**src/rtl/fps_pkg.sv**
```systemverilog
// Behaviour
// - Program is a setup write (standard or alternate code) then address and data.
// - Suspend after a finished erase gives read-array; host reads status to confirm.
// - Host holds write-protect steady while an erase is suspended.
// - Suspend after a finished program gives read-array; host reads status to confirm.
// - Host keeps reset high and write-protect steady while a program is suspended.
// - Host avoids suspending again soon after each resume.
// - Setting a lock is setup then confirm; host then checks the lock error flag (the host only polls the ready bit and leaves the flag in the status register).
package fps_pkg;

  // ****************************************
  // Widths and register map
  // ****************************************
  localparam int ADDR_W = 20;
  localparam int DATA_W = 16;
  localparam logic [7:0] REG_CTRL = 8'h00;
  localparam logic [7:0] REG_ADDR = 8'h04;
  localparam logic [7:0] REG_WDATA = 8'h08;
  localparam logic [7:0] REG_STAT = 8'h0c;
  localparam logic [7:0] REG_RDATA = 8'h10;
  localparam logic [7:0] REG_PINS = 8'h14;
  localparam int CTRL_ALT_BIT = 4;
  localparam int CTRL_START_BIT = 8;
  localparam int STAT_BUSY_BIT = 0;
  localparam int STAT_DONE_BIT = 1;
  localparam int STAT_REFUSED_BIT = 2;
  localparam int STAT_RYBY_BIT = 3;
  localparam int STAT_SR_LSB = 8;
  localparam int PINS_WP_BIT = 0;
  localparam int PINS_RP_BIT = 1;
  localparam logic PINS_WP_RESET = 1'b1;
  localparam logic PINS_RP_RESET = 1'b1;

  // ****************************************
  // Device command bytes and status bits
  // ****************************************
  localparam logic [7:0] CMD_PROG_SETUP = 8'h40;
  localparam logic [7:0] CMD_PROG_ALT = 8'h10;
  localparam logic [7:0] CMD_READ_STATUS = 8'h70;
  localparam logic [7:0] CMD_CLEAR_STATUS = 8'h50;
  localparam int SR_READY = 7;
  localparam int SR_ERASE_SUSP = 6;
  localparam int SR_PROG_SUSP = 2;

  // ****************************************
  // Strobe timing
  // ****************************************
  localparam int CLK_MHZ = 250;
  localparam int T_WE_NS = 60;
  localparam int T_REC_NS = 30;
  localparam int T_ACC_NS = 100;
  localparam int SYNC_STAGES = 2;
  localparam int WE_CYC = (T_WE_NS * CLK_MHZ + 999) / 1000;
  localparam int REC_CYC = (T_REC_NS * CLK_MHZ + 999) / 1000;
  localparam int ACC_CYC = (T_ACC_NS * CLK_MHZ + 999) / 1000 + SYNC_STAGES;
  localparam int GAP_RESET = 0;

  // ****************************************
  // Types
  // ****************************************
  typedef enum logic [3:0] {
    OP_RAW = 4'h0, OP_READ = 4'h1, OP_PROGRAM = 4'h2, OP_ERASE_SUSP = 4'h3,
    OP_ERASE_RES = 4'h4, OP_PROG_SUSP = 4'h5, OP_PROG_RES = 4'h6,
    OP_SET_BLK_LOCK = 4'h7, OP_SET_PERM_LOCK = 4'h8, OP_CLR_LOCKS = 4'h9,
    OP_READ_STATUS = 4'ha, OP_CLR_STATUS = 4'hb
  } fps_op_t;

  typedef enum logic [6:0] {
    ST_IDLE = 7'h01, ST_GAP = 7'h02, ST_NEXT = 7'h04, ST_WR = 7'h08,
    ST_WREC = 7'h10, ST_RD = 7'h20, ST_RREC = 7'h40
  } fps_state_t;

  typedef struct packed {
    logic ce_n;
    logic oe_n;
    logic we_n;
    logic wp_n;
    logic rp_n;
    logic [ADDR_W-1:0] addr;
    logic [DATA_W-1:0] dq_out;
    logic dq_oe;
  } fps_pins_t;

endpackage
```
**src/rtl/fps_host.sv**
```systemverilog
`timescale 1ns/1ps
module fps_host #(
  parameter logic [7:0] CMD_ERASE_SUSP = 8'hb5,
  parameter logic [7:0] CMD_ERASE_RES = 8'hd0,
  parameter logic [7:0] CMD_PROG_SUSP = 8'hb5,
  parameter logic [7:0] CMD_PROG_RES = 8'hd0,
  parameter logic [7:0] CMD_LOCK_SETUP = 8'h60,
  parameter logic [7:0] CMD_BLK_CONFIRM = 8'h01,
  parameter logic [7:0] CMD_PERM_CONFIRM = 8'hf1,
  parameter logic [7:0] CMD_CLR_SETUP = 8'h60,
  parameter logic [7:0] CMD_CLR_CONFIRM = 8'hd0,
  parameter int MIN_GAP_CYCLES = 5000
) (
  // Clock, reset, enable
  input wire logic pclk,
  input wire logic presetn,
  input wire logic clk_en,
  // APB slave
  input wire logic psel,
  input wire logic penable,
  input wire logic pwrite,
  input wire logic [7:0] paddr,
  input wire logic [31:0] pwdata,
  output logic [31:0] prdata,
  output logic pready,
  output logic pslverr,
  // Flash pins
  output fps_pkg::fps_pins_t flash_o,
  input wire logic [fps_pkg::DATA_W-1:0] dq_in,
  input wire logic ready_busy_output
);

  // ****************************************
  // Elaboration check
  // ****************************************
  if (MIN_GAP_CYCLES < 0 || MIN_GAP_CYCLES > 32'h00ffffff) begin : g_bad_gap
    $error("MIN_GAP_CYCLES out of range");
  end

  // ****************************************
  // Declarations
  // ****************************************
  fps_pkg::fps_state_t state;
  fps_pkg::fps_op_t op_q;
  logic alt_q;
  logic [fps_pkg::ADDR_W-1:0] addr_reg;
  logic [fps_pkg::DATA_W-1:0] wdata_reg;
  logic [fps_pkg::DATA_W-1:0] rdata_reg;
  logic [fps_pkg::DATA_W-1:0] wd_q;
  logic [7:0] last_sr;
  logic ctrl_alt;
  logic done;
  logic refused;
  logic wp_reg;
  logic rp_reg;
  logic [7:0] cnt;
  logic [1:0] stp;
  logic [23:0] gap_cnt;
  logic [fps_pkg::DATA_W-1:0] dq_s1, dq_s2;
  logic ryby_s1, ryby_s2;
  logic wr_en, rd_en, start, unmapped, susp_e, susp_p, bad_req;
  logic [1:0] n_wr;
  logic [fps_pkg::DATA_W-1:0] cmd0, cmd1;
  logic poll, one_rd;
  fps_pkg::fps_op_t req_op;

  // ****************************************
  // Pin synchronisers
  // ****************************************
  // Both stages only: the first stage feeds nothing but the second
  always_ff @(posedge pclk or negedge presetn) begin
    if (!presetn) begin
      dq_s1 <= '0;
      dq_s2 <= '0;
      ryby_s1 <= 1'b0;
      ryby_s2 <= 1'b0;
    end else if (clk_en) begin
      dq_s1 <= dq_in;
      dq_s2 <= dq_s1;
      ryby_s1 <= ready_busy_output;
      ryby_s2 <= ryby_s1;
    end
  end

  // ****************************************
  // APB slave
  // ****************************************
  assign pready = 1'b1;
  assign wr_en = psel && penable && pwrite && clk_en;
  assign rd_en = psel && penable && !pwrite;
  assign req_op = fps_pkg::fps_op_t'(pwdata[3:0]);
  assign start = wr_en && paddr == fps_pkg::REG_CTRL && pwdata[fps_pkg::CTRL_START_BIT];
  assign susp_e = last_sr[fps_pkg::SR_ERASE_SUSP];
  assign susp_p = last_sr[fps_pkg::SR_PROG_SUSP];

  // Unmapped offsets answer with an error and read as zero
  always_comb begin
    unmapped = 1'b0;
    prdata = '0;
    case (paddr)
      fps_pkg::REG_CTRL: prdata = {24'h000000, ctrl_alt, 3'h0, op_q};
      fps_pkg::REG_ADDR: prdata = {12'h000, addr_reg};
      fps_pkg::REG_WDATA: prdata = {16'h0000, wdata_reg};
      fps_pkg::REG_STAT: prdata = {16'h0000, last_sr, 4'h0, ryby_s2, refused, done,
                                   state != fps_pkg::ST_IDLE};
      fps_pkg::REG_RDATA: prdata = {16'h0000, rdata_reg};
      fps_pkg::REG_PINS: prdata = {30'h00000000, rp_reg, wp_reg};
      default: unmapped = 1'b1;
    endcase
    if (!rd_en) begin
      prdata = '0;
    end
  end
  assign pslverr = psel && penable && unmapped;

  // Host refuses commands the device would not accept in its suspend mode
  always_comb begin
    bad_req = 1'b0;
    if (susp_p && !(req_op inside {fps_pkg::OP_RAW, fps_pkg::OP_READ,
        fps_pkg::OP_READ_STATUS, fps_pkg::OP_PROG_RES})) begin
      bad_req = 1'b1;
    end
    if (susp_e && (req_op inside {fps_pkg::OP_ERASE_SUSP, fps_pkg::OP_SET_BLK_LOCK,
        fps_pkg::OP_SET_PERM_LOCK, fps_pkg::OP_CLR_LOCKS})) begin
      bad_req = 1'b1;
    end
    if ((susp_e || susp_p) && req_op == fps_pkg::OP_CLR_STATUS) begin
      bad_req = 1'b1;
    end
  end

  // Data registers; write-protect and reset pin levels frozen while anything is suspended
  always_ff @(posedge pclk or negedge presetn) begin
    if (!presetn) begin
      addr_reg <= '0;
      wdata_reg <= '0;
      ctrl_alt <= 1'b0;
      wp_reg <= fps_pkg::PINS_WP_RESET;
      rp_reg <= fps_pkg::PINS_RP_RESET;
    end else if (wr_en) begin
      if (paddr == fps_pkg::REG_ADDR) begin
        addr_reg <= pwdata[fps_pkg::ADDR_W-1:0];
      end
      if (paddr == fps_pkg::REG_WDATA) begin
        wdata_reg <= pwdata[fps_pkg::DATA_W-1:0];
      end
      if (paddr == fps_pkg::REG_CTRL) begin
        ctrl_alt <= pwdata[fps_pkg::CTRL_ALT_BIT];
      end
      if (paddr == fps_pkg::REG_PINS && !susp_e && !susp_p) begin
        wp_reg <= pwdata[fps_pkg::PINS_WP_BIT];
        rp_reg <= pwdata[fps_pkg::PINS_RP_BIT];
      end
    end
  end

  // ****************************************
  // Command sequences
  // ****************************************
  // Writes of each operation, then a status poll, a single read or nothing
  always_comb begin
    n_wr = 2'd0;
    cmd0 = '0;
    cmd1 = '0;
    poll = 1'b0;
    one_rd = 1'b0;
    case (op_q)
      fps_pkg::OP_RAW: begin
        n_wr = 2'd1;
        cmd0 = wdata_reg;
      end
      fps_pkg::OP_READ: one_rd = 1'b1;
      fps_pkg::OP_PROGRAM: begin
        n_wr = 2'd2;
        cmd0 = {8'h00, alt_q ? fps_pkg::CMD_PROG_ALT : fps_pkg::CMD_PROG_SETUP};
        cmd1 = wdata_reg;
        poll = 1'b1;
      end
      fps_pkg::OP_ERASE_SUSP, fps_pkg::OP_PROG_SUSP: begin
        n_wr = 2'd2;
        cmd0 = {8'h00, op_q == fps_pkg::OP_ERASE_SUSP ? CMD_ERASE_SUSP : CMD_PROG_SUSP};
        cmd1 = {8'h00, fps_pkg::CMD_READ_STATUS};
        poll = 1'b1;
      end
      fps_pkg::OP_ERASE_RES, fps_pkg::OP_PROG_RES: begin
        n_wr = 2'd1;
        cmd0 = {8'h00, op_q == fps_pkg::OP_ERASE_RES ? CMD_ERASE_RES : CMD_PROG_RES};
        poll = 1'b1;
      end
      fps_pkg::OP_SET_BLK_LOCK, fps_pkg::OP_SET_PERM_LOCK: begin
        n_wr = 2'd2;
        cmd0 = {8'h00, CMD_LOCK_SETUP};
        cmd1 = {8'h00, op_q == fps_pkg::OP_SET_BLK_LOCK ? CMD_BLK_CONFIRM : CMD_PERM_CONFIRM};
        poll = 1'b1;
      end
      fps_pkg::OP_CLR_LOCKS: begin
        n_wr = 2'd2;
        cmd0 = {8'h00, CMD_CLR_SETUP};
        cmd1 = {8'h00, CMD_CLR_CONFIRM};
        poll = 1'b1;
      end
      fps_pkg::OP_READ_STATUS: begin
        n_wr = 2'd1;
        cmd0 = {8'h00, fps_pkg::CMD_READ_STATUS};
        one_rd = 1'b1;
      end
      fps_pkg::OP_CLR_STATUS: begin
        n_wr = 2'd1;
        cmd0 = {8'h00, fps_pkg::CMD_CLEAR_STATUS};
      end
      default: n_wr = 2'd0;
    endcase
  end

  // ****************************************
  // Sequencer
  // ****************************************
  // we_n and oe_n compare the whole state against ST_WR and ST_RD, ce_n against both; all are decoded combinationally, not registered
  always_ff @(posedge pclk or negedge presetn) begin
    if (!presetn) begin
      state <= fps_pkg::ST_IDLE;
      op_q <= fps_pkg::OP_RAW;
      alt_q <= 1'b0;
      cnt <= '0;
      stp <= '0;
      wd_q <= '0;
      rdata_reg <= '0;
      last_sr <= '0;
      done <= 1'b0;
      refused <= 1'b0;
    end else if (clk_en) begin
      case (state)
        fps_pkg::ST_IDLE: begin
          if (start) begin
            done <= 1'b0;
            refused <= bad_req;
            if (bad_req) begin
              done <= 1'b1;
            end else begin
              op_q <= req_op;
              alt_q <= pwdata[fps_pkg::CTRL_ALT_BIT];
              stp <= '0;
              state <= fps_pkg::ST_GAP;
            end
          end
        end
        fps_pkg::ST_GAP: begin
          // A suspend waits out the spacing since the last resume
          if (!(op_q inside {fps_pkg::OP_ERASE_SUSP, fps_pkg::OP_PROG_SUSP})
              || gap_cnt == '0) begin
            state <= fps_pkg::ST_NEXT;
          end
        end
        fps_pkg::ST_NEXT: begin
          cnt <= '0;
          if (stp < n_wr) begin
            wd_q <= stp == 2'd0 ? cmd0 : cmd1;
            state <= fps_pkg::ST_WR;
          end else if (poll || one_rd) begin
            state <= fps_pkg::ST_RD;
          end else begin
            done <= 1'b1;
            state <= fps_pkg::ST_IDLE;
          end
        end
        fps_pkg::ST_WR: begin
          cnt <= cnt + 8'd1;
          if (cnt == 8'(fps_pkg::WE_CYC - 1)) begin
            cnt <= '0;
            state <= fps_pkg::ST_WREC; // Device latches on this rising strobe
          end
        end
        fps_pkg::ST_WREC: begin
          cnt <= cnt + 8'd1;
          if (cnt == 8'(fps_pkg::REC_CYC - 1)) begin
            stp <= stp + 2'd1;
            state <= fps_pkg::ST_NEXT;
          end
        end
        fps_pkg::ST_RD: begin
          cnt <= cnt + 8'd1;
          if (cnt == 8'(fps_pkg::ACC_CYC - 1)) begin
            cnt <= '0;
            rdata_reg <= dq_s2;
            if (op_q != fps_pkg::OP_READ) begin
              last_sr <= dq_s2[7:0];
            end
            state <= fps_pkg::ST_RREC;
          end
        end
        fps_pkg::ST_RREC: begin
          // Output enable toggles between polls so status is relatched
          cnt <= cnt + 8'd1;
          if (cnt == 8'(fps_pkg::REC_CYC - 1)) begin
            cnt <= '0;
            if (poll && !rdata_reg[fps_pkg::SR_READY]) begin
              state <= fps_pkg::ST_RD;
            end else begin
              done <= 1'b1;
              state <= fps_pkg::ST_IDLE;
            end
          end
        end
        default: state <= fps_pkg::ST_IDLE;
      endcase
    end
  end

  // Spacing counter, reloaded whenever a resume is written
  always_ff @(posedge pclk or negedge presetn) begin
    if (!presetn) begin
      gap_cnt <= 24'(fps_pkg::GAP_RESET);
    end else if (clk_en) begin
      if (state == fps_pkg::ST_WR
          && (op_q inside {fps_pkg::OP_ERASE_RES, fps_pkg::OP_PROG_RES})) begin
        gap_cnt <= 24'(MIN_GAP_CYCLES);
      end else if (gap_cnt != '0) begin
        gap_cnt <= gap_cnt - 24'd1;
      end
    end
  end

  // ****************************************
  // Pin drive
  // ****************************************
  always_comb begin
    flash_o.ce_n = !(state == fps_pkg::ST_WR || state == fps_pkg::ST_RD);
    flash_o.oe_n = state != fps_pkg::ST_RD;
    flash_o.we_n = state != fps_pkg::ST_WR;
    flash_o.wp_n = wp_reg;
    flash_o.rp_n = rp_reg || susp_p;
    flash_o.addr = addr_reg;
    flash_o.dq_out = wd_q;
    flash_o.dq_oe = state == fps_pkg::ST_WR || state == fps_pkg::ST_WREC;
  end

endmodule

```
**config.mk**
```make
export PLATFORM = sky130hd
export DESIGN_NAME = fps_host
export DESIGN_NICKNAME = d
export VERILOG_FILES = /design/src/rtl/fps_pkg.sv /design/src/rtl/fps_host.sv
export SDC_FILE = /design/constraint.sdc
export NUM_CORES = 1
export LEC_CHECK = 0
export BUFFER_PORTS_ARGS = -buffer_cell sky130_fd_sc_hd__buf_2
export CAP_MARGIN = 20
export CORE_MARGIN = 5
export CORE_UTILIZATION = 50
export CTS_CLUSTER_SIZE = 12
export DETAILED_ROUTE_END_ITERATION = 10
export PLACE_DENSITY = 0.72
export SLEW_MARGIN = 20
export SYNTH_ARGS = -nofsm -noshare
export SYNTH_HDL_FRONTEND = slang
export SYNTH_SLANG_ARGS = --single-unit
```
**constraint.sdc**
```tcl
create_clock -name pclk -period 2.85 [get_ports pclk]
set_input_delay 0.4275 -clock pclk [delete_from_list [all_inputs] [get_ports pclk]]
set_output_delay 0.4275 -clock pclk [all_outputs]
set_load 0.01 [all_outputs]
```
==> out/metrics.yaml <==
outcome:
  status: "complete, but fails checks"
  violations: "hold timing"
global_routing:
  grt_pass1_vias: 6285
  grt_max_degree: 70
  grt_pass1_wl_um: 32900
  grt_overflow_total: 0
  antenna_found_initial: 4
  grt.total_usage: 0.224
detailed_routing:
  vias: 6396
  routed_via_density: 5.74
  routed_wl_um: 20400
  drc: 0
  first_pass_iters: 6
  drtIter0Drc: 465
  ant_nets: 0
  wl_per_cell_um: 18.3
clock_network:
  numCtsBuffers: 17
  clock-sinks: 161
  root_buffer: "clkbuf_16"
  cts_tree: "done"
  htree_levels: 4
  clk_pin_slew_ns: 0.06
  cts_buffer_depth: 2
  clk_latency_ns: 0.43
layout:
  utilization: 0.606
  area_growth_pct: 18.7
  finalNetCount: 951
  largest_register_ff_count: 24
  layout-drive-gt1-share: 0.347
  final_area_um2: 9620
  fin_cells: 1115
critical_path:
  critPathMaxFanout: 14
  worstPathArrival_ns: 2.30
  start_kind: "input port"
  cp_cell_sequence: "buf_2 -> or2_2 -> or4_1 -> nor4_2 -> buf_4 -> a22o_1 -> a221oi_1 -> nor2_1 -> buf_2"
  reg2reg_from: "gap_cnt[6]"
  worst-path-buf-inv: 3
  reg2regPathDepth: 7
  cp_top_family: "simple AND/OR/NAND/NOR gates"
  worstReg2RegEnd: "state[5]"
  crit_slowest_cell: "or4_1"
  crit_type: "in2out"
  required_ns: 2.42
  worst_setup_path_end_kind: "primary output"
  cpMostUsedCell: "buf_2"
  r2r_slack_ns: 0.13
  slowest_delay_ns: 0.51
synth:
  synth.avg_cell_area_um2: 10.7
  synthArstFlopShare: 1.00
  yosys_warnings: 0
  netlist_area_um2: 8100
  synth_edf_count: 0
  synth_seq_cells: 161
  yosysUniqueCellTypes: 67
  synth_flop_cell: "dfrtp_1"
  synth_seq_area_share: 0.498
  synth_cells: 759
floorplanning:
  core_area_um2: 15900
  die-area_um2: 18900
  start_util: 0.510
  die_width_um: 137
  ioPinCount: 139
  rows: 46
  die_h_um: 137
min_path:
  hold_path.class: "in2async"
timing:
  worst_pin_slew_ns: 0.670
  rsz0062_at_grt: "no"
  slew_viol_final: 0
  relSlewSlack: 0.550
  min_period_ns: 2.73
  layout_setup_ws_ns: 0.120
  fmax_mhz: 366
  setup-tns-final_ns: 0
  hold_slack_ns: -0.00331
  min_period_over_period: 0.958
  clock_skew_ns: 0.00951
  setup_viol: 0
  hold_violations: 1
pwr:
  power_per_cell_area_nw_per_um2: 614
  leakage_nw: 4.54
  total_power_mw: 5.91
  vdd_drop_max_mv: 0.409
placement:
  hpwl_um: 14900
  port_buffers: 113
  gp_routability_congestion: 0.874
  placed_cells: 1079
  dp_slack_ns: 0.0664
  postPlaceCellArea_um2: 9020
flow_run:
  maxCapViolCount: 0
repair_timing:
action / 4_1_cts / 5_1_grt
setup endpoints to repair: 0 / 10
hold buffers: 0 / 0
hold endpoints to repair: 0 / 0
buffers inserted: 0 / 0
gates resized for setup: 0 / 4
placed cells by master (no fill, tap or decap), types with 6 or more instances in the layout:
master / instances
nand3_1: 19
a22o_1: 9
buf_2: 112
mux2i_1: 6
clkbuf_16: 17
a21oi_1: 27
inv_6: 7
nor2_1: 51
or2_2: 6
dfrtp_1: 158
buf_4: 30
or3_1: 14
o22ai_1: 6
nand2_1: 71
or4_1: 9
mux2_2: 105
xor2_1: 7
a222oi_1: 7
inv_1: 19
nand4_1: 8
nand2b_1: 6
a31oi_1: 8
conb_1: 13
a221oi_1: 6
and3_1: 6
o21ai_0: 44
nor4_1: 8
ha_1: 6
nor2b_1: 6
xnor2_1: 7
nor3_1: 16
cells by family after synthesis:
| family | count (synthesis) | synth area share |
|---|---|---|
| other | 2 | 0.000927 |
| muxes | 113 | 0.159 |
| buffers and inverters | 72 | 0.0408 |
| DFF | 161 | 0.498 |
| adders and majority gates | 7 | 0.0105 |
| AOI/OAI and AO/OA | 142 | 0.117 |
| and+or+nand+nor | 248 | 0.159 |
| xor gates and xnor gates | 14 | 0.0151 |
how the worst max path moves through the flow:
stage / to / depth (start not counted) / start / slack, ns
6_report: prdata[9] / 9 / paddr[1] / 0.12
5_1_grt: state[2] / 7 / gap_cnt[6] / 0.02
4_1_cts: state[2] / 7 / gap_cnt[18] / 0.07
3_5_place_dp: state[5] / 7 / gap_cnt[18] / 0.07
3_3_place_gp: state[4] / 7 / gap_cnt[18] / 0.12
2_1_floorplan: prdata[13] / 7 / paddr[1] / 0.1
routing by layer:
metal / vias to the layer above / track usage / part of all wire
met3: 33 / 0.0435 / 0.057
met2: 223 / 0.349 / 0.48
met5: - / 0 / 0
met4: 0 / 0.0721 / 0.021
met1: 3125 / 0.316 / 0.45
li1: 3015 / - / -
where the power goes:
group	internal, mW	switching, mW
sequential	2.54	0.254
clock	1.27	0.959
combinational	0.400	0.489
total	4.21	1.70
cell type report:
type	instances	area, µm²
antenna	4	10.0
clock buffer	20	457
tap	216	270
timing repair buffer	146	857
clock inverter	12	120
multi-input combinational	537	3800
inverter	19	71.3
sequential	161	4030
fill	1354	6260
synthesized netlist by cell type (15+ instances only):
master	count	share of area
dfrtp_1	158	0.49
mux2_2	105	0.15
nand2_1	71	0.033
nor2_1	51	0.024
o21ai_0	44	0.027
clkbuf_1	32	0.015
a21oi_1	27	0.017
inv_1	19	0.0088
nand3_1	19	0.012
nor3_1	18	0.011
buf_4	15	0.014
or3_1	15	0.012
worst register-to-register path, stage by stage, from the launching register on:
cell and delay (ns):
dfrtp_1 0.41, or4_1 0.55, or4_4 0.55, nor3_4 0.27, nor3_2 0.10, nor3b_4 0.20, buf_4 0.20, mux2_2 0.34
Note: power is estimated with default switching activity, not from simulation.
